`src/flash_ctrl_pkg.sv`:
```
// shared constants and types of the flash status and reset control block
package flash_ctrl_pkg;

    // clock rate and worst-case self-timed durations
    localparam int CLK_MHZ        = 50;
    localparam int T_XFR_MAX_US   = 150;
    localparam int T_EP_MAX_MS    = 20;
    localparam int T_P_MAX_MS     = 14;
    localparam int US_PER_MS      = 1000;
    localparam int XFR_CYCLES     = T_XFR_MAX_US * CLK_MHZ;
    localparam int EP_CYCLES      = T_EP_MAX_MS * US_PER_MS * CLK_MHZ;
    localparam int P_CYCLES       = T_P_MAX_MS * US_PER_MS * CLK_MHZ;
    localparam int TIMER_W        = 20;

    // serial framing
    localparam int         BIT_CNT_W      = 3;
    localparam logic [2:0] LAST_BIT_IDX   = 3'h7;
    localparam logic [2:0] MSB_IDX        = 3'h7;
    localparam logic [7:0] OP_STATUS_READ = 8'h57;

    // status byte layout
    localparam int         ST_READY_BIT   = 7;
    localparam int         ST_COMP_BIT    = 6;
    localparam logic [2:0] ST_RSVD_VAL    = 3'h0;
    localparam logic       COMP_RST_VAL   = 1'b0;

    // clock mode encoding: mode 0 idles low, mode 3 idles high
    localparam logic MODE_0        = 1'b0;
    localparam logic MODE_3        = 1'b1;
    localparam logic MODE_RST_VAL  = MODE_3;

    // idle levels the pin synchroniser starts from: resetN, csN, sck, si
    localparam logic [3:0] PIN_IDLE = 4'hC;

    typedef enum logic [1:0] {OP_XFR, OP_CMP, OP_ERASE_PROG, OP_PROG} op_kind_t;

    typedef enum logic [1:0] {LINK_OFF, LINK_OPCODE, LINK_STATUS, LINK_OTHER} link_state_t;

endpackage

```
`src/pin_sync.sv`:
```
// two-flop synchroniser for a group of pins
`timescale 1ns/1ns
module pin_sync #(
    parameter int               WIDTH = 4,
    parameter logic [WIDTH-1:0] INIT  = '0
) (
    input  wire logic             clk,
    input  wire logic             srst,
    input  wire logic [WIDTH-1:0] pinIn,
    output      logic [WIDTH-1:0] pinSync
);
    logic [WIDTH-1:0] meta_ff;
    logic [WIDTH-1:0] sync_ff;
    logic [WIDTH-1:0] nxt_meta;
    logic [WIDTH-1:0] nxt_sync;

    // first stage feeds only the second stage
    always_comb
    begin
        nxt_meta = pinIn;
        nxt_sync = meta_ff;
    end

    always_ff @(posedge clk)
    begin
        if (srst)
        begin
            meta_ff <= INIT;
            sync_ff <= INIT;
        end
        else
        begin
            meta_ff <= nxt_meta;
            sync_ff <= nxt_sync;
        end
    end

    assign pinSync = sync_ff;
endmodule

```
`src/op_timer.sv`:
```
// down-counter that times one self-timed internal operation
`timescale 1ns/1ns
module op_timer (
    input  wire logic                               clk,
    input  wire logic                               rst,
    input  wire logic                               start,
    input  wire logic [flash_ctrl_pkg::TIMER_W-1:0] cycles,
    output      logic                               busy,
    output      logic                               done
);
    import flash_ctrl_pkg::*;

    logic [TIMER_W-1:0] count_ff;
    logic [TIMER_W-1:0] nxt_count;

    always_comb
    begin
        nxt_count = count_ff;
        if (start && count_ff == '0)
            nxt_count = cycles;
        else if (count_ff != '0)
            nxt_count = count_ff - TIMER_W'(1);
    end

    // reset aborts any operation in progress
    always_ff @(posedge clk)
    begin
        if (rst)
            count_ff <= '0;
        else
            count_ff <= nxt_count;
    end

    assign busy = count_ff != '0;
    assign done = count_ff == TIMER_W'(1);

    chk_timer_load: assert property (@(posedge clk) disable iff (rst)
        start && !busy |=> busy && count_ff == $past(cycles))
        else $error("timer did not load the operation length");
endmodule

```
`src/serial_flash_status_reset_ctrl.sv`:
```
// status byte, reset, busy pin and clock-mode control of a serial flash
`timescale 1ns/1ns
// How it works
// - reset pin low aborts the running operation and idles the state machine
// - device stays in reset while the reset pin is low, resumes when high
// - an internal power-on reset needs nothing from the reset pin
// - busy pin is pulled low during every self-timed operation, released otherwise
// - while busy only the other buffer stays reachable
// - after reset the clock mode is 3 and serial output floats
// - after reset nothing is accepted until chip select falls
// - each chip select fall picks mode 0 on clock low, mode 3 on high
// - serial input is taken on the rising serial clock edge in both modes
// - page-to-buffer transfer or compare is busy for at most 150 us
// - erase plus program takes at most 20 ms, program alone 14 ms
// - every opcode, address or data byte spans exactly eight clocks
// - opcode 57h streams the status byte MSB first, refreshed each byte
// - status bit 7 is one when ready, zero while busy
// - status bit 6 holds the result of the latest compare since reset, zero until one ends
// - status bits 5..3 hold a fixed density code, bits 2..0 reserved
module serial_flash_status_reset_ctrl #(
    parameter int         XFR_CYC      = flash_ctrl_pkg::XFR_CYCLES,
    parameter int         EP_CYC       = flash_ctrl_pkg::EP_CYCLES,
    parameter int         P_CYC        = flash_ctrl_pkg::P_CYCLES,
    // density code value is arbitrary
    parameter logic [2:0] DENSITY_CODE = 3'h5
) (
    input  wire logic                       clk,
    input  wire logic                       srst,
    input  wire logic                       resetN,
    input  wire logic                       csN,
    input  wire logic                       sck,
    input  wire logic                       si,
    output      logic                       soOut,
    output      logic                       soOe,
    output      logic                       rdyBusyOut,
    output      logic                       rdyBusyOe,
    input  wire logic                       opStart,
    input  wire flash_ctrl_pkg::op_kind_t   opKind,
    input  wire logic                       opBuffer,
    input  wire logic                       cmpMismatch,
    output      logic                       opAccepted,
    output      logic                       opDone,
    output      logic                       spiMode,
    output      logic [1:0]                 bufferLocked,
    output      logic                       statusCmd
);
    import flash_ctrl_pkg::*;

    logic                 resetNS;
    logic                 csNS;
    logic                 sckS;
    logic                 siS;
    logic                 devRst;
    logic                 busy;
    logic                 csFall;
    logic                 sckRise;
    logic                 sckFall;
    logic [7:0]           statusNow;
    logic [7:0]           rxByte;
    logic                 byteEnd;

    logic                 csPrev_ff;
    logic                 sckPrev_ff;
    link_state_t          link_ff;
    logic [BIT_CNT_W-1:0] bitCnt_ff;
    logic [7:0]           shift_ff;
    logic [BIT_CNT_W-1:0] outIdx_ff;
    logic [7:0]           snap_ff;
    logic                 soOut_ff;
    logic                 soOe_ff;
    logic                 showReady_ff;
    logic                 mode_ff;
    logic                 comp_ff;
    logic                 lockBuf_ff;
    op_kind_t             kindLat_ff;
    logic                 mismatchLat_ff;

    logic                 nxt_csPrev;
    logic                 nxt_sckPrev;
    link_state_t          nxt_link;
    logic [BIT_CNT_W-1:0] nxt_bitCnt;
    logic [7:0]           nxt_shift;
    logic [BIT_CNT_W-1:0] nxt_outIdx;
    logic [7:0]           nxt_snap;
    logic                 nxt_soOut;
    logic                 nxt_soOe;
    logic                 nxt_showReady;
    logic                 nxt_mode;
    logic                 nxt_comp;
    logic                 nxt_lockBuf;
    op_kind_t             nxt_kindLat;
    logic                 nxt_mismatchLat;

    function automatic logic [TIMER_W-1:0] opCycles(input op_kind_t kind);
        case (kind)
            OP_XFR, OP_CMP: opCycles = TIMER_W'(XFR_CYC);
            OP_ERASE_PROG:  opCycles = TIMER_W'(EP_CYC);
            OP_PROG:        opCycles = TIMER_W'(P_CYC);
            default:        opCycles = TIMER_W'(EP_CYC);
        endcase
    endfunction

    pin_sync #(
        .WIDTH (4),
        .INIT  (PIN_IDLE)
    ) u_pin_sync (
        .clk     (clk),
        .srst    (srst),
        .pinIn   ({resetN, csN, sck, si}),
        .pinSync ({resetNS, csNS, sckS, siS})
    );

    // power-on reset or reset pin low both hold the device idle
    assign devRst = srst | ~resetNS;

    op_timer u_op_timer (
        .clk    (clk),
        .rst    (devRst),
        .start  (opAccepted),
        .cycles (opCycles(opKind)),
        .busy   (busy),
        .done   (opDone)
    );

    // a new array operation waits until the running one ends
    assign opAccepted = opStart & ~busy & ~devRst;

    assign csFall  = csPrev_ff & ~csNS;
    assign sckRise = ~sckPrev_ff & sckS;
    assign sckFall = sckPrev_ff & ~sckS;
    assign rxByte  = {shift_ff[6:0], siS};
    assign byteEnd = sckRise && bitCnt_ff == LAST_BIT_IDX;

    assign statusNow = {~busy, comp_ff, DENSITY_CODE, ST_RSVD_VAL};

    always_comb
    begin
        nxt_csPrev      = csNS;
        nxt_sckPrev     = sckS;
        nxt_link        = link_ff;
        nxt_bitCnt      = bitCnt_ff;
        nxt_shift       = shift_ff;
        nxt_outIdx      = outIdx_ff;
        nxt_snap        = snap_ff;
        nxt_soOut       = soOut_ff;
        nxt_soOe        = soOe_ff;
        nxt_showReady   = showReady_ff;
        nxt_mode        = mode_ff;
        nxt_comp        = comp_ff;
        nxt_lockBuf     = lockBuf_ff;
        nxt_kindLat     = kindLat_ff;
        nxt_mismatchLat = mismatchLat_ff;

        if (csNS)
        begin
            nxt_link      = LINK_OFF;
            nxt_soOe      = 1'b0;
            nxt_showReady = 1'b0;
        end
        else if (csFall)
        begin
            // idle clock level at the fall picks the mode
            nxt_mode   = sckS ? MODE_3 : MODE_0;
            nxt_link   = LINK_OPCODE;
            nxt_bitCnt = '0;
        end
        else if (link_ff != LINK_OFF)
        begin
            if (sckRise)
            begin
                nxt_shift  = rxByte;
                nxt_bitCnt = bitCnt_ff + BIT_CNT_W'(1);
            end
            if (byteEnd && link_ff == LINK_OPCODE)
            begin
                nxt_link   = (rxByte == OP_STATUS_READ) ? LINK_STATUS : LINK_OTHER;
                nxt_outIdx = MSB_IDX;
            end
            if (link_ff == LINK_STATUS && sckFall)
            begin
                // fresh status at the start of every repeated byte
                if (outIdx_ff == MSB_IDX)
                begin
                    nxt_snap  = statusNow;
                    nxt_soOut = statusNow[ST_READY_BIT];
                end
                else
                begin
                    nxt_soOut = snap_ff[outIdx_ff];
                end
                nxt_soOe      = 1'b1;
                nxt_showReady = outIdx_ff == MSB_IDX;
                nxt_outIdx    = outIdx_ff - BIT_CNT_W'(1);
            end
            else if (showReady_ff)
            begin
                // clock parked on the ready bit: keep it live for polling
                nxt_soOut = statusNow[ST_READY_BIT];
            end
        end

        if (opAccepted)
        begin
            nxt_lockBuf     = opBuffer;
            nxt_kindLat     = opKind;
            nxt_mismatchLat = cmpMismatch;
        end
        if (opDone && kindLat_ff == OP_CMP)
            nxt_comp = mismatchLat_ff;
    end

    always_ff @(posedge clk)
    begin
        if (devRst)
        begin
            csPrev_ff      <= 1'b0;
            sckPrev_ff     <= 1'b0;
            link_ff        <= LINK_OFF;
            bitCnt_ff      <= '0;
            shift_ff       <= '0;
            outIdx_ff      <= '0;
            snap_ff        <= '0;
            soOut_ff       <= 1'b0;
            soOe_ff        <= 1'b0;
            showReady_ff   <= 1'b0;
            mode_ff        <= MODE_RST_VAL;
            comp_ff        <= COMP_RST_VAL;
            lockBuf_ff     <= 1'b0;
            kindLat_ff     <= OP_XFR;
            mismatchLat_ff <= 1'b0;
        end
        else
        begin
            csPrev_ff      <= nxt_csPrev;
            sckPrev_ff     <= nxt_sckPrev;
            link_ff        <= nxt_link;
            bitCnt_ff      <= nxt_bitCnt;
            shift_ff       <= nxt_shift;
            outIdx_ff      <= nxt_outIdx;
            snap_ff        <= nxt_snap;
            soOut_ff       <= nxt_soOut;
            soOe_ff        <= nxt_soOe;
            showReady_ff   <= nxt_showReady;
            mode_ff        <= nxt_mode;
            comp_ff        <= nxt_comp;
            lockBuf_ff     <= nxt_lockBuf;
            kindLat_ff     <= nxt_kindLat;
            mismatchLat_ff <= nxt_mismatchLat;
        end
    end

    // open drain: never drive high, pull low while busy
    assign rdyBusyOut   = 1'b0;
    assign rdyBusyOe    = busy;
    assign soOut        = soOut_ff;
    assign soOe         = soOe_ff;
    assign spiMode      = mode_ff;
    assign statusCmd    = link_ff == LINK_STATUS;
    assign bufferLocked = busy ? (lockBuf_ff ? 2'h2 : 2'h1) : 2'h0;

    // helper: cycles spent busy so far
    logic [TIMER_W-1:0] busyCnt_ff;
    logic [TIMER_W-1:0] nxt_busyCnt;
    always_comb
    begin
        nxt_busyCnt = busyCnt_ff + TIMER_W'(1);
        if (!busy)
            nxt_busyCnt = '0;
    end

    always_ff @(posedge clk)
    begin
        if (devRst)
            busyCnt_ff <= '0;
        else
            busyCnt_ff <= nxt_busyCnt;
    end

    chk_reset_idle: assert property (@(posedge clk)
        devRst |=> link_ff == LINK_OFF && !busy && !soOe)
        else $error("reset did not return the device to idle");

    chk_reset_hold: assert property (@(posedge clk)
        !resetNS [*2] |-> !busy && !opAccepted && link_ff == LINK_OFF)
        else $error("device left reset while the reset pin was low");

    chk_por_state: assert property (@(posedge clk)
        srst |=> spiMode == MODE_3 && !busy && comp_ff == COMP_RST_VAL)
        else $error("power-on reset state wrong");

    chk_busy_pin: assert property (@(posedge clk) disable iff (devRst)
        (rdyBusyOe == !statusNow[ST_READY_BIT] && rdyBusyOut == 1'b0)
        and (opAccepted |=> rdyBusyOe) and (opDone |=> !rdyBusyOe))
        else $error("busy pin and ready bit disagree");

    chk_buffer_lock: assert property (@(posedge clk) disable iff (devRst)
        opAccepted |=> (bufferLocked == (opBuffer ? 2'h2 : 2'h1)) [*2])
        else $error("wrong buffer locked during operation");

    chk_mode_reset: assert property (@(posedge clk)
        $fell(devRst) |-> spiMode == MODE_3 && !soOe)
        else $error("mode or output state wrong after reset");

    chk_need_cs_fall: assert property (@(posedge clk) disable iff (devRst)
        link_ff == LINK_OFF && !csFall |=> link_ff == LINK_OFF)
        else $error("link woke without a chip select fall");

    chk_mode_select: assert property (@(posedge clk) disable iff (devRst)
        csFall |=> spiMode == $past(sckS))
        else $error("clock mode not taken from idle clock level");

    chk_opcode_byte: assert property (@(posedge clk) disable iff (devRst)
        link_ff == LINK_OPCODE && byteEnd && rxByte == OP_STATUS_READ && !csNS
        |=> link_ff == LINK_STATUS)
        else $error("status opcode not recognised after eight clocks");

    chk_status_first: assert property (@(posedge clk) disable iff (devRst)
        link_ff == LINK_STATUS && sckFall && outIdx_ff == MSB_IDX && !csNS
        |=> soOe && soOut == $past(statusNow[ST_READY_BIT]))
        else $error("status byte not started with bit 7");

    chk_op_length: assert property (@(posedge clk) disable iff (devRst)
        opDone |-> busyCnt_ff == opCycles(kindLat_ff) - TIMER_W'(1))
        else $error("operation busy time wrong");

    chk_compare_bit: assert property (@(posedge clk) disable iff (devRst)
        opDone && kindLat_ff == OP_CMP |=> comp_ff == $past(mismatchLat_ff))
        else $error("compare result not stored");

    chk_density: assert property (@(posedge clk)
        statusNow[5:3] == DENSITY_CODE && statusNow[2:0] == ST_RSVD_VAL)
        else $error("density field wrong");
endmodule

```
`config.mk`:
```
export PLATFORM = sky130hd
export DESIGN_NAME = serial_flash_status_reset_ctrl
export DESIGN_NICKNAME = d
export VERILOG_FILES = /design/src/flash_ctrl_pkg.sv /design/src/pin_sync.sv /design/src/op_timer.sv /design/src/serial_flash_status_reset_ctrl.sv
export SDC_FILE = /design/constraint.sdc
export NUM_CORES = 1
export LEC_CHECK = 0
export BUFFER_PORTS_ARGS = -buffer_cell sky130_fd_sc_hd__buf_2
export CORE_MARGIN = 1
export CORE_UTILIZATION = 48
export CTS_CLUSTER_SIZE = 40
export DETAILED_ROUTE_END_ITERATION = 8
export PLACE_DENSITY_LB_ADDON = 0.1
export SLEW_MARGIN = 20
export SYNTH_ARGS = -nofsm -noshare
export SYNTH_HDL_FRONTEND = slang
export SYNTH_SLANG_ARGS = --single-unit
```
`constraint.sdc`:
```
create_clock -name clk -period 3.23 [get_ports clk]
set_input_delay 0.1615 -clock clk [delete_from_list [all_inputs] [get_ports clk]]
set_output_delay 0.1615 -clock clk [all_outputs]
set_load 0.1 [all_outputs]
```
==> metrics.md, run 1 <==
| Metric | Value |
|---|---|
| Final Net Count | between 300 and 400 |
| Crit path DAT | 2.79 ns |
| Max Clock Freq | 0.338 GHz |
| Post-synth EDFFs | 0 |
| N_diodes | 0 |
| Die Footprint | 5530 um^2 |
| Largest net degree at the start of global routing | 37 |
| Combined area of the multi-input logic cells | approximately 1300 um^2 |
| Yosys cell types | 48 |
| Sink Count | between 50 and 60 |
| Drt total wl | about 5000 um |
| Hold WS | 0.0347 ns |
| Total grt overflow | 0 |
| FILL cells | roughly 470 |
| Synth-to-Final Area Change | 14.2% |
| Largest family of logic cells by synthesized area | simple AND/OR/NAND/NOR gates |
| Setup TNS | 0 ns |
| Final Hold Vio Count | 0 |
| Overall power | between 2 and 3 mW |
| HP Class | in2reg |
| Place WS | about 0.64 ns |
| Max Cap Viol | 0 |
| WL/cell | approximately 14 um |
| Skew-Pair Late Insertion Delay | about 0.34 ns |
| Post-synth top area share | approximately 45% |
| Root Buffer | clkbuf_8 |
| Die Span X | around 74 um |
| Sequential area share after synthesis | 45.4% |
| Post-synthesis mux area share | between 7 and 8% |
| GPL Wtd Cong | 0.846 |
| Clk buf depth | 2 |
| Vias | 1988 |
| Setup CP Type | reg2out |
| Status | complete, no violations |
| Initial antenna violation count | 0 |
| Drt drc | 0 |
| Crit start category | flip-flop |
| Post-synthesis async set-or-reset flop share | 0% |
| Final Skew | 0.00856 ns |
| Synth Area in Adders | ~3% |
| Static leakage | 1.14 nW |
| Post-Synth Simple-Gate Area | 26.7% |
| Required time worst endpoint | between 3 and 4 ns |
| # port buffers | 19 |
| Post-layout min period | 2.96 ns |
| Main area contributors after synthesis | dfxtp_1 45%, mux2i_1 7.2%, nor2_1 6.0% |
| Seq. cell area | 1140 um^2 |
| CP Capture Type | output port |
| Post-route core utilization | between 50% and 60% |
| CTS buffer count | 9 |
| Die Ht | approximately 74 um |
| Max-slew headroom | a little over half |
| Tot GR Track Use | a little over a fifth |
| Share of cells above drive strength 1 | between 15 and 20% |
| Ys flop type | dfxtp_1 |
| Area leader, netlist | dfxtp_1 |
| Synth Area in Compound Gates | roughly a tenth |
| First-pass GRT wire length | 8760 um |
| CTS tree | yes |
| Via/cell ratio | about 5.3 |
| Hpwl dp | about 3500 um |
| Area of the core | roughly 4900 um^2 |
| Critical path peak fanout | 11 |
| Post-Synthesis Cells | 280 |
| Starting Density | approximately 52% |
| Final WS setup | around 0.27 ns |
| XOR/XNOR share of the synthesized area | under 10% |
| Num ports | 21 |
| Power Dens Cells | between 900 and 1000 nW/um^2 |
| RSZ-0062 raised after global routing | no |
| FP Rows | 25 |
| CTS HTree Levels | 3 |
| Final period utilization | 91.5% |
| Final Setup Violations | 0 |
| TritonRoute pass-1 iters | 4 |
| Synth Cell Area | 2510 um^2 |
| Post-route antenna net violation count | 0 |
| Syn Area/Cell | around 9.0 um^2 |
| Tightest Pin Transition | roughly 0.68 ns |
| Post-synthesis net count | 297 |
| Vias in the first global route | approximately 1900 |
| Pins Over Slew Limit | 0 |
| Clk slew on worst S/H paths | 0.07 ns |
| Yosys reg bits | 57 |
| Yosys Warn Count | 0 |
| Worst VDD drop | between 0.3 and 0.4 mV |
| Drt first-iter violations | 79 |
[sequential cells by signal, summed over array words and instances, names as in the netlist]
signal	flops
mismatchLat_ff	1
spiMode	1
link_ff	2
kindLat_ff	2
csPrev_ff	1
comp_ff	1
lockBuf_ff	1
u_op_timer.count_ff	20
soOe	1
shift_ff	7
u_pin_sync.meta_ff	4
showReady_ff	1
sckPrev_ff	1
outIdx_ff	3
bitCnt_ff	3
snap_ff	3
u_pin_sync.pinSync	4
soOut	1
[final cells by class]
| cell class | instances | area share [%] |
|---|---|---|
| Clock buffer | 11 | 5.27 |
| Sequential cell | 57 | 39.7 |
| Inverter | 6 | 0.784 |
| Timing Repair Buffer | 24 | 4.79 |
| Multi-Input combinational cell | 204 | 45.5 |
| Clock inverter | 5 | 1.05 |
| Tap cell | 67 | 2.92 |
[path summary, 6_finish.rpt]
kind	endpoint	cells past startpoint	slack, ns	from
hold reg to reg	u_pin_sync.pinSync[2]	1	0.41	u_pin_sync.meta_ff[2]
setup / recovery	bufferLocked[1]	7	0.27	u_op_timer.count_ff[0]
setup reg to reg	u_op_timer.count_ff[0]	7	0.67	u_op_timer.count_ff[0]
hold / removal	u_pin_sync.meta_ff[1]	2	0.03	sck
[per-stage QoR]
| step | cell area [um^2] | instances |
|---|---|---|
| floorplan | 2520 | 280 |
| global placement | 2670 | 356 |
| detailed placement | 2670 | 356 |
| CTS | 2870 | 374 |
| global route | 2870 | 374 |
| finish | 2870 | 374 |
[metal layers]
metal | up-vias | routed length [um] | global-route usage, %
met5 | - | 0 | 0
met4 | 0 | 53 | 10.7
met3 | 4 | 205 | 8.40
met2 | 42 | 2410 | 33.2
met1 | 921 | 2470 | 26.8
li1 | 1021 | - | -
[logic make-up after synthesis]
logic type               count (synthesis)
AO/OA/AOI/OAI                           42
XOR/XNOR                                12
adder cells (fa/ha/maj)                  6
buffers and inverters                   19
flip-flops                              57
multiplexers                            18
other                                    1
AND/OR/NAND/NOR                        125
[worst max-delay path, stage by stage (launching register included)]
cell,delay [ns]
dfxtp_1,0.35
inv_1,0.10
ha_1,0.18
or3b_2,0.55
or3_4,0.39
or2_1,0.39
and2_1,0.22
buf_2,0.28
[power breakdown]
group | internal [mW] | switching [mW] | total [mW]
clock network | 0.315 | 0.283 | 0.598
logic | 0.411 | 0.730 | 1.14
registers | 0.821 | 0.122 | 0.943
[synth_stat cells (2+ instances only)]
library cell,count
and3_1,2
or2_2,8
nor4_1,9
o21ai_0,4
or4_1,3
a211oi_1,3
dfxtp_1,57
or4_4,2
nor2_1,40
ha_1,6
o31ai_1,6
or3_1,5
a31oi_1,4
a21o_1,2
clkbuf_1,10
xnor2_1,6
nand2b_1,2
nand2_1,13
and2_1,5
mux2i_1,18
nor2b_1,8
a22oi_1,2
o21ai_1,2
xor2_1,6
inv_1,6
nor3_1,13
a21oi_1,14
nand3_1,4
[placed cells by master, fill, tap and decap left out, types with 4 or more instances in the layout]
cell       n
dfxtp_1   57
ha_1       6
and2_1     5
nor4_1     8
or3_1      5
nand2_1   13
o21ai_0    4
buf_2     19
xnor2_1    6
inv_1      6
clkbuf_8  11
mux2i_1   18
nor3_1    13
a31oi_1    4
nor2_1    39
nand3_1    4
nor2b_1    8
or2_2      8
xor2_1     6
o31ai_1    6
a21oi_1   14
[timing repair]
item / CTS / global route
hold buffers: 2 / 0
gates resized for setup: 0 / 0
buffers inserted: 0 / 0
endpoints found under the hold margin: 2 / 0
Power figures use the tool's default switching activity.
==> run 2: changes to the inputs <==
ABC_AREA = 1   (was not set)
==> run 2 against run 1 <==
Compared with the run above:
- non-clock buffer count down 2
- global-route usage shrank 1.0 points
- worst setup slack gained 0.44 ns
- clock-buffer cell count shrank 2
- die area is 8.6% higher
- sequential share of layout area is 3.0 points lower
- clock power rose by 13%
- combinational power increased by 30%
- register-to-register slack gained 0.60 ns
- largest cell class unchanged
==> metrics.md, run 2 <==
| Metric | Value |
|---|---|
| Commonest non-fill, non-tap cell in the layout | nand2_1 |
| Most frequent cell after synthesis | nand2_1 |
| Worst VDD drop | 0.672 mV (+79%) |
| Skew-Pair Late Insertion Delay | 0.35 ns (about the same) |
| Synth Area in Adders | 2.74% (-0.24 points) |
| Root Buffer | clkbuf_8 |
| Yosys reg bits | 57 (unchanged) |
| Post-route core utilization | 56.4% (-2.4 points) |
| Place WS | 1.07 ns (+0.434 ns) |
| Register bank with the most flops | u_op_timer.count_ff |
| # port buffers | 19 (unchanged) |
| Num ports | 21 (unchanged) |
| Largest family of logic cells by synthesized area | simple AND/OR/NAND/NOR gates |
| Power Dens Cells | 993 nW/um^2 (+6.3%) |
| Post-Synth Simple-Gate Area | 31.9% (+5.2 points) |
| Biggest regs | u_op_timer.count_ff x20, shift_ff x7 |
| Sequential area share after synthesis | 41.7% (-3.7 points) |
| Clk buf depth | 2 (unchanged) |
| Final WS setup | 0.712 ns (+0.437 ns) |
| Setup CP Type | reg2out |
| Post-route antenna net violation count | 0 (unchanged) |
| Final Net Count | 412 (+29%) |
| Max reg flops | 20 (unchanged) |
| Via/cell ratio | 4.82 (-9.4%) |
| Setup TNS | 0 ns (unchanged) |
| Synth Area in Compound Gates | 11.7% (+1.2 points) |
| Max Clock Freq | 0.397 GHz (+17%) |
| Met3 usage | 4.71% (-3.7 points) |
| Die Span X | 77.5 um (+4.2%) |
| Yosys Warn Count | 0 (unchanged) |
| Die Footprint | 6010 um^2 (+8.6%) |
| CTS buffer count | 9 (unchanged) |
| Vias in the first global route | 2088 (+13%) |
| Post-synth EDFFs | 0 (unchanged) |
| Share of cells above drive strength 1 | 16.5% (-1.4 points) |
| Synth Cell Area | 2740 um^2 (+8.9%) |
| Hold buffer count at cts | 3 (+1) |
| Max Cap Viol | 0 (unchanged) |
| Final Skew | 0.0108 ns (+0.00222 ns) |
| Largest net degree at the start of global routing | 25 (-32%) |
| XOR/XNOR share of the synthesized area | 3.52% (-0.66 points) |
| Post-synthesis mux area share | 0% (-7.2 points) |
| Sw power | 1.43 mW (+26%) |
| Crit path DAT | 2.36 ns (-0.43 ns) |
| Clk pwr share | 21.9% (-0.4 points) |
| Met2 usage in global routing | 28.6% (-4.6 points) |
| Post-synth top cells | 69 x nand2_1, 59 x nor2_1, 57 x dfxtp_1 |
| WL/cell | 11.5 um (-16%) |
| CP Capture Type | output port |
| Static leakage | 1.47 nW (+29%) |
| Tot GR Track Use | 20.7% (-1.0 points) |
| Hpwl dp | 4050 um (+16%) |
| Logic gate share of total power | 47.8% (+5.2 points) |
| Ys flop type | dfxtp_1 |
| Area of the core | 5510 um^2 (+13%) |
| FP Rows | 27 (+8.0%) |
| Crit start category | flip-flop |
| N_diodes | 0 (unchanged) |
| Drt total wl | 5430 um (+5.8%) |
| Total grt overflow | 0 (unchanged) |
| Hold WS | 0.0162 ns (-0.0185 ns) |
| Post-layout min period | 2.52 ns (-0.437 ns) |
| Met1 usage | 28.7% (+1.9 points) |
| Sw frac | 46.4% (+4.1 points) |
| Status | complete, no violations |
| Starting Density | 49.7% (-1.8 points) |
| Clk slew on worst S/H paths | 0.07 ns (about the same) |
| Sink Count | 57 (unchanged) |
| CTS resizes | 0 (unchanged) |
| Yosys cell types | 37 (-23%) |
| Final Setup Violations | 0 (unchanged) |
| First-pass GRT wire length | 9540 um (+9.0%) |
| Final Hold Vio Count | 0 (unchanged) |
| Commonest cells after routing, fill and taps aside | 69 x nand2_1, 59 x nor2_1, 57 x dfxtp_1 |
| CTS tree | yes |
| Reg power frac | 30.3% (-4.8 points) |
| Pins Over Slew Limit | 0 (unchanged) |
| Main area contributors after synthesis | dfxtp_1 42%, nand2_1 9.5%, nor2_1 8.1% |
| Die Ht | 77.5 um (+4.2%) |
| Final period utilization | 78.0% (-14 points) |
| Most Crowded Layer GR | met1 |
| Int Pwr | 1.65 mW (+6.8%) |
| CTS HTree Levels | 3 (unchanged) |
| GPL Wtd Cong | 0.833 (-1.6%) |
| Critical path peak fanout | 24 (+13) |
| Post-Synthesis Cells | 369 (+32%) |
| Required time worst endpoint | 3.07 ns (about the same) |
| HP Class | in2reg |
| RSZ-0062 raised after global routing | no |
| Syn Area/Cell | 7.42 um^2 (-17%) |
| Post-CTS Setup Repair Bufs | 0 (unchanged) |
| Overall power | 3.09 mW (+15%) |
| Post-synth top area share | 41.7% (-3.7 points) |
| Initial antenna violation count | 0 (unchanged) |
| Synth-to-Final Area Change | 13.5% |
| Drt drc | 0 (unchanged) |
| Post-synthesis async set-or-reset flop share | 0% (unchanged) |
| Area leader, netlist | dfxtp_1 |
| Vias | 2273 (+14%) |
| Post-synthesis net count | 386 (+30%) |
| TritonRoute pass-1 iters | 4 (unchanged) |
| Drt first-iter violations | 109 (+38%) |
## run 2: changes by cell type after synthesis, sizes merged, moves of 8 or more
cell / delta
nor4: -9
nor2b: -8
inv: +43
nor2: +31
mux2i: -18
nand3: +15
nor3: -11
nand2: +60
o21ai: +13
a21oi: +11
## run 2: power by group through the flow
stage	clock, mW	sequential, mW	combinational [mW]
floorplan	0	0.921	1.25
global placement	0	0.949	1.47
detailed placement	0	0.947	1.47
CTS	0.689	0.934	1.48
global route	0.714	0.954	1.67
finish	0.675	0.935	1.48
## run 2: logic make-up (layout without fill, tap and decap cells)
family	count (synthesis)	after routing
other	1	1
xor gates and xnor gates	11	11
buffers and inverters	56	87
AOI/OAI and AO/OA	57	57
adders and majority gates	6	6
DFF	57	57
and+or+nand+nor	181	181
## run 2: metrics by stage
stage | instances | instance area, um^2
floorplan | 369 | 2740
global placement | 453 | 2880
detailed placement | 453 | 2880
CTS | 472 | 3110
global route | 472 | 3110
finish | 472 | 3110
## run 2: final timing paths
kind | to | cells past startpoint | startpoint | slack (ns)
hold / removal | mismatchLat_ff | 3 | cmpMismatch | 0.02
hold reg to reg | u_pin_sync.pinSync[1] | 2 | u_pin_sync.meta_ff[1] | 0.41
setup reg to reg | u_op_timer.count_ff[17] | 9 | u_pin_sync.pinSync[3] | 1.27
setup / recovery | opAccepted | 7 | u_pin_sync.pinSync[3] | 0.71
## run 2: worst max-delay path, cell delays in order, from the launching register on
cell and delay (ns):
dfxtp_1 0.31, inv_1 0.08, nor2_8 0.28, inv_2 0.24, nor2_4 0.20, nand4_4 0.27
inv_2 0.17, buf_2 0.44
## run 2: routing by layer
metal | vias up | share of wire (%) | wire [um]
li1 | 1234 | - | -
met5 | - | 0 | 0
met4 | 0 | 2.4 | 129
met2 | 46 | 40 | 2190
met1 | 983 | 52 | 2830
met3 | 10 | 5.2 | 285
## run 2: cell type report
cell class                      instances  area, um^2
Clock buffer                            9         124
Timing Repair Buffer                   22         125
Clock inverter                          7        77.6
Multi-Input combinational cell        256        1370
Tap cell                               72        90.1
Inverter                               49         184
Fill cell                             507        2400
Sequential cell                        57        1140
==> run 3: changes to the inputs <==
clock period = 2.5 ns   (was 3.23 ns; I/O delays follow)
==> run 3 against run 2 <==
Compared with the run above:
- design area rose by 0.93%
- critical path depth did not move
- routed wire length grew 0.98%
- first-iteration DRC count increased by 19%
- total power increased by 29%
- cell count increased by 0.64%
- via count up 0.79%
- clock-buffer cell count unchanged
- largest cell class unchanged
==> metrics.md, run 3 (synthesis results as in run 2) <==
| Metric | Value |
|---|---|
| Biggest regs | u_op_timer.count_ff x20, shift_ff x7 |
| Root Buffer | clkbuf_8 |
| Required time worst endpoint | 2.38 ns (-0.69 ns) |
| Post-route antenna net violation count | 0 (unchanged) |
| Clk slew on worst S/H paths | 0.07 ns (about the same) |
| Clk pwr share | 21.8% (about the same) |
| Final Skew | 0.00810 ns (-0.00268 ns) |
| Max Cap Viol | 0 (unchanged) |
| Critical path peak fanout | 16 (-33%) |
| HP Class | in2reg |
| Starting Density | 49.7% (unchanged) |
| CTS resizes | 0 (unchanged) |
| Slowest-stage cell, CP | buf_2 |
| Logic gate share of total power | 48.0% (+0.2 points) |
| Die Footprint | 6010 um^2 (unchanged) |
| N_diodes | 0 (unchanged) |
| Final Hold Vio Count | 0 (unchanged) |
| Tot GR Track Use | 20.2% (-0.48 points) |
| CTS buffer count | 9 (unchanged) |
| Worst VDD drop | 0.838 mV (+25%) |
| GPL Wtd Cong | 0.846 (+1.6%) |
| Setup TNS | 0 ns (unchanged) |
| Share of cells above drive strength 1 | 16.6% (+0.13 points) |
| CP Capture Type | output port |
| Sw power | 1.84 mW (+29%) |
| Crit path cell chain | inv_1, ha_1, nand2_4, nor2_8, nand4_4, inv_2, buf_2 |
| TritonRoute pass-1 iters | 4 (unchanged) |
| CTS HTree Levels | 3 (unchanged) |
| Drt total wl | 5490 um (+0.98%) |
| WL/cell | 11.5 um (+0.34%) |
| Total grt overflow | 0 (unchanged) |
| # port buffers | 19 (unchanged) |
| Drt first-iter violations | 130 (+19%) |
| Max Clock Freq | approximately 0.42 GHz |
| Skew-Pair Late Insertion Delay | 0.34 ns (about the same) |
| Pins Over Slew Limit | 0 (unchanged) |
| Synth-to-Final Area Change | 14.6% |
| Post-layout min period | ~2.4 ns |
| Drt drc | 0 (unchanged) |
| Commonest non-fill, non-tap cell in the layout | nand2_1 |
| CTS tree | yes |
| Final Setup Violations | 0 (unchanged) |
| Max reg flops | 20 (unchanged) |
| Reg power frac | 30.2% (about the same) |
| Via/cell ratio | 4.82 (+0.16%) |
| Setup CP Type | reg2out |
| FP Rows | 27 (unchanged) |
| Vias in the first global route | 2109 (+1.0%) |
| Sink Count | 57 (unchanged) |
| RSZ-0062 raised after global routing | no |
| Crit-path leading delay family | buffers and inverters |
| First-pass GRT wire length | 9410 um (-1.4%) |
| Int Pwr | 2.14 mW (+30%) |
| Final Net Count | 415 (+0.73%) |
| Commonest cells after routing, fill and taps aside | 69 x nand2_1, 59 x nor2_1, 57 x dfxtp_1 |
| Post-route insts no fill | 475 (+0.64%) |
| Die Span X | 77.5 um (unchanged) |
| Largest net degree at the start of global routing | 24 (-4.0%) |
| Initial antenna violation count | 0 (unchanged) |
| Static leakage | 1.49 nW (+1.2%) |
| Crit path DAT | 2.25 ns (-0.11 ns) |
| Hpwl dp | 4100 um (+1.4%) |
| WP buf/inv | 3 (-1) |
| Placed Cells | 454 (+0.22%) |
| Area of the core | 5510 um^2 (unchanged) |
| Crit start category | flip-flop |
| Power Dens Cells | 1270 nW/um^2 (+28%) |
| Worst path max stage delay | 0.44 ns (about the same) |
| Status | complete, no violations |
| Sw frac | 46.3% (-0.18 points) |
| Die Ht | 77.5 um (unchanged) |
| Num ports | 21 (unchanged) |
| Clk buf depth | 2 (unchanged) |
| Hold WS | 0.00435 ns (-0.0118 ns) |
| Final period utilization | between 90 and 100% |
| Vias | 2291 (+0.79%) |
| Register bank with the most flops | u_op_timer.count_ff |
## run 3: cell types whose count changed in the layout (fill, tap and decap cells not counted), sizes merged
cell,change
dlygate4sd3,+2
buf,+1
clkinv,+1
clkinvlp,-1
## run 3: final timing paths
| path | start | end | slack [ns] | depth (start not counted) |
|---|---|---|---|---|
| max reg2reg | u_op_timer.count_ff[0] | u_op_timer.count_ff[17] | 0.61 | 9 |
| min reg2reg | u_pin_sync.meta_ff[0] | u_pin_sync.pinSync[0] | 0.41 | 2 |
| max | u_op_timer.count_ff[0] | opAccepted | 0.12 | 7 |
| min | opBuffer | lockBuf_ff | 0.004 | 3 |
## run 3: stage by stage
stage	utilization [%]	setup slack [ns]	power [mW]	area, um^2
after floorplan	-	0.358	2.80	2740
after global placement	52.4	0.556	3.11	2880
after detailed placement	52.4	0.461	3.13	2880
after CTS	57.0	0.0924	4.01	3140
after global routing	57.0	0.00659	4.30	3140
final	57.0	0.122	3.99	3140
## run 3: what timing repair did
action	CTS	global route
hold endpoints to repair	5	0
buffers inserted	0	0
hold buffers	5	0
## run 3: power groups by stage
| stage | clock network [mW] | registers (mW) | logic [mW] |
|---|---|---|---|
| 6_report | 0.868 | 1.20 | 1.92 |
| 5_1_grt | 0.928 | 1.23 | 2.14 |
| 4_1_cts | 0.883 | 1.20 | 1.92 |
| 3_5_place_dp | 0 | 1.22 | 1.91 |
| 3_3_place_gp | 0 | 1.22 | 1.89 |
| 2_1_floorplan | 0 | 1.19 | 1.62 |
## run 3: final cells by class
cell class	count	area [um^2]
clock buffers	9	124
well taps	72	90.1
fillers	545	2370
clock inverters	7	78.8
multi-input cells	256	1370
inverters	49	184
flip-flops and latches	57	1140
repair buffers	25	153
## run 3: layer usage
layer	vias to the layer above	GRT usage (%)	wire, um
li1	1238	-	-
met1	1002	27.7	2920
met2	40	29.3	2220
met3	11	4.12	221
met4	0	11.3	129
met5	-	0	0
## run 3: worst register-to-register path: stages, from the launching register on
cell and delay [ns]:
dfxtp_1 0.33, inv_1 0.11, ha_1 0.29, nand2_4 0.12, nor2_8 0.18, nand4_4 0.28
inv_2 0.18, nand2_1 0.14, nand3_1 0.11, nor2_1 0.04
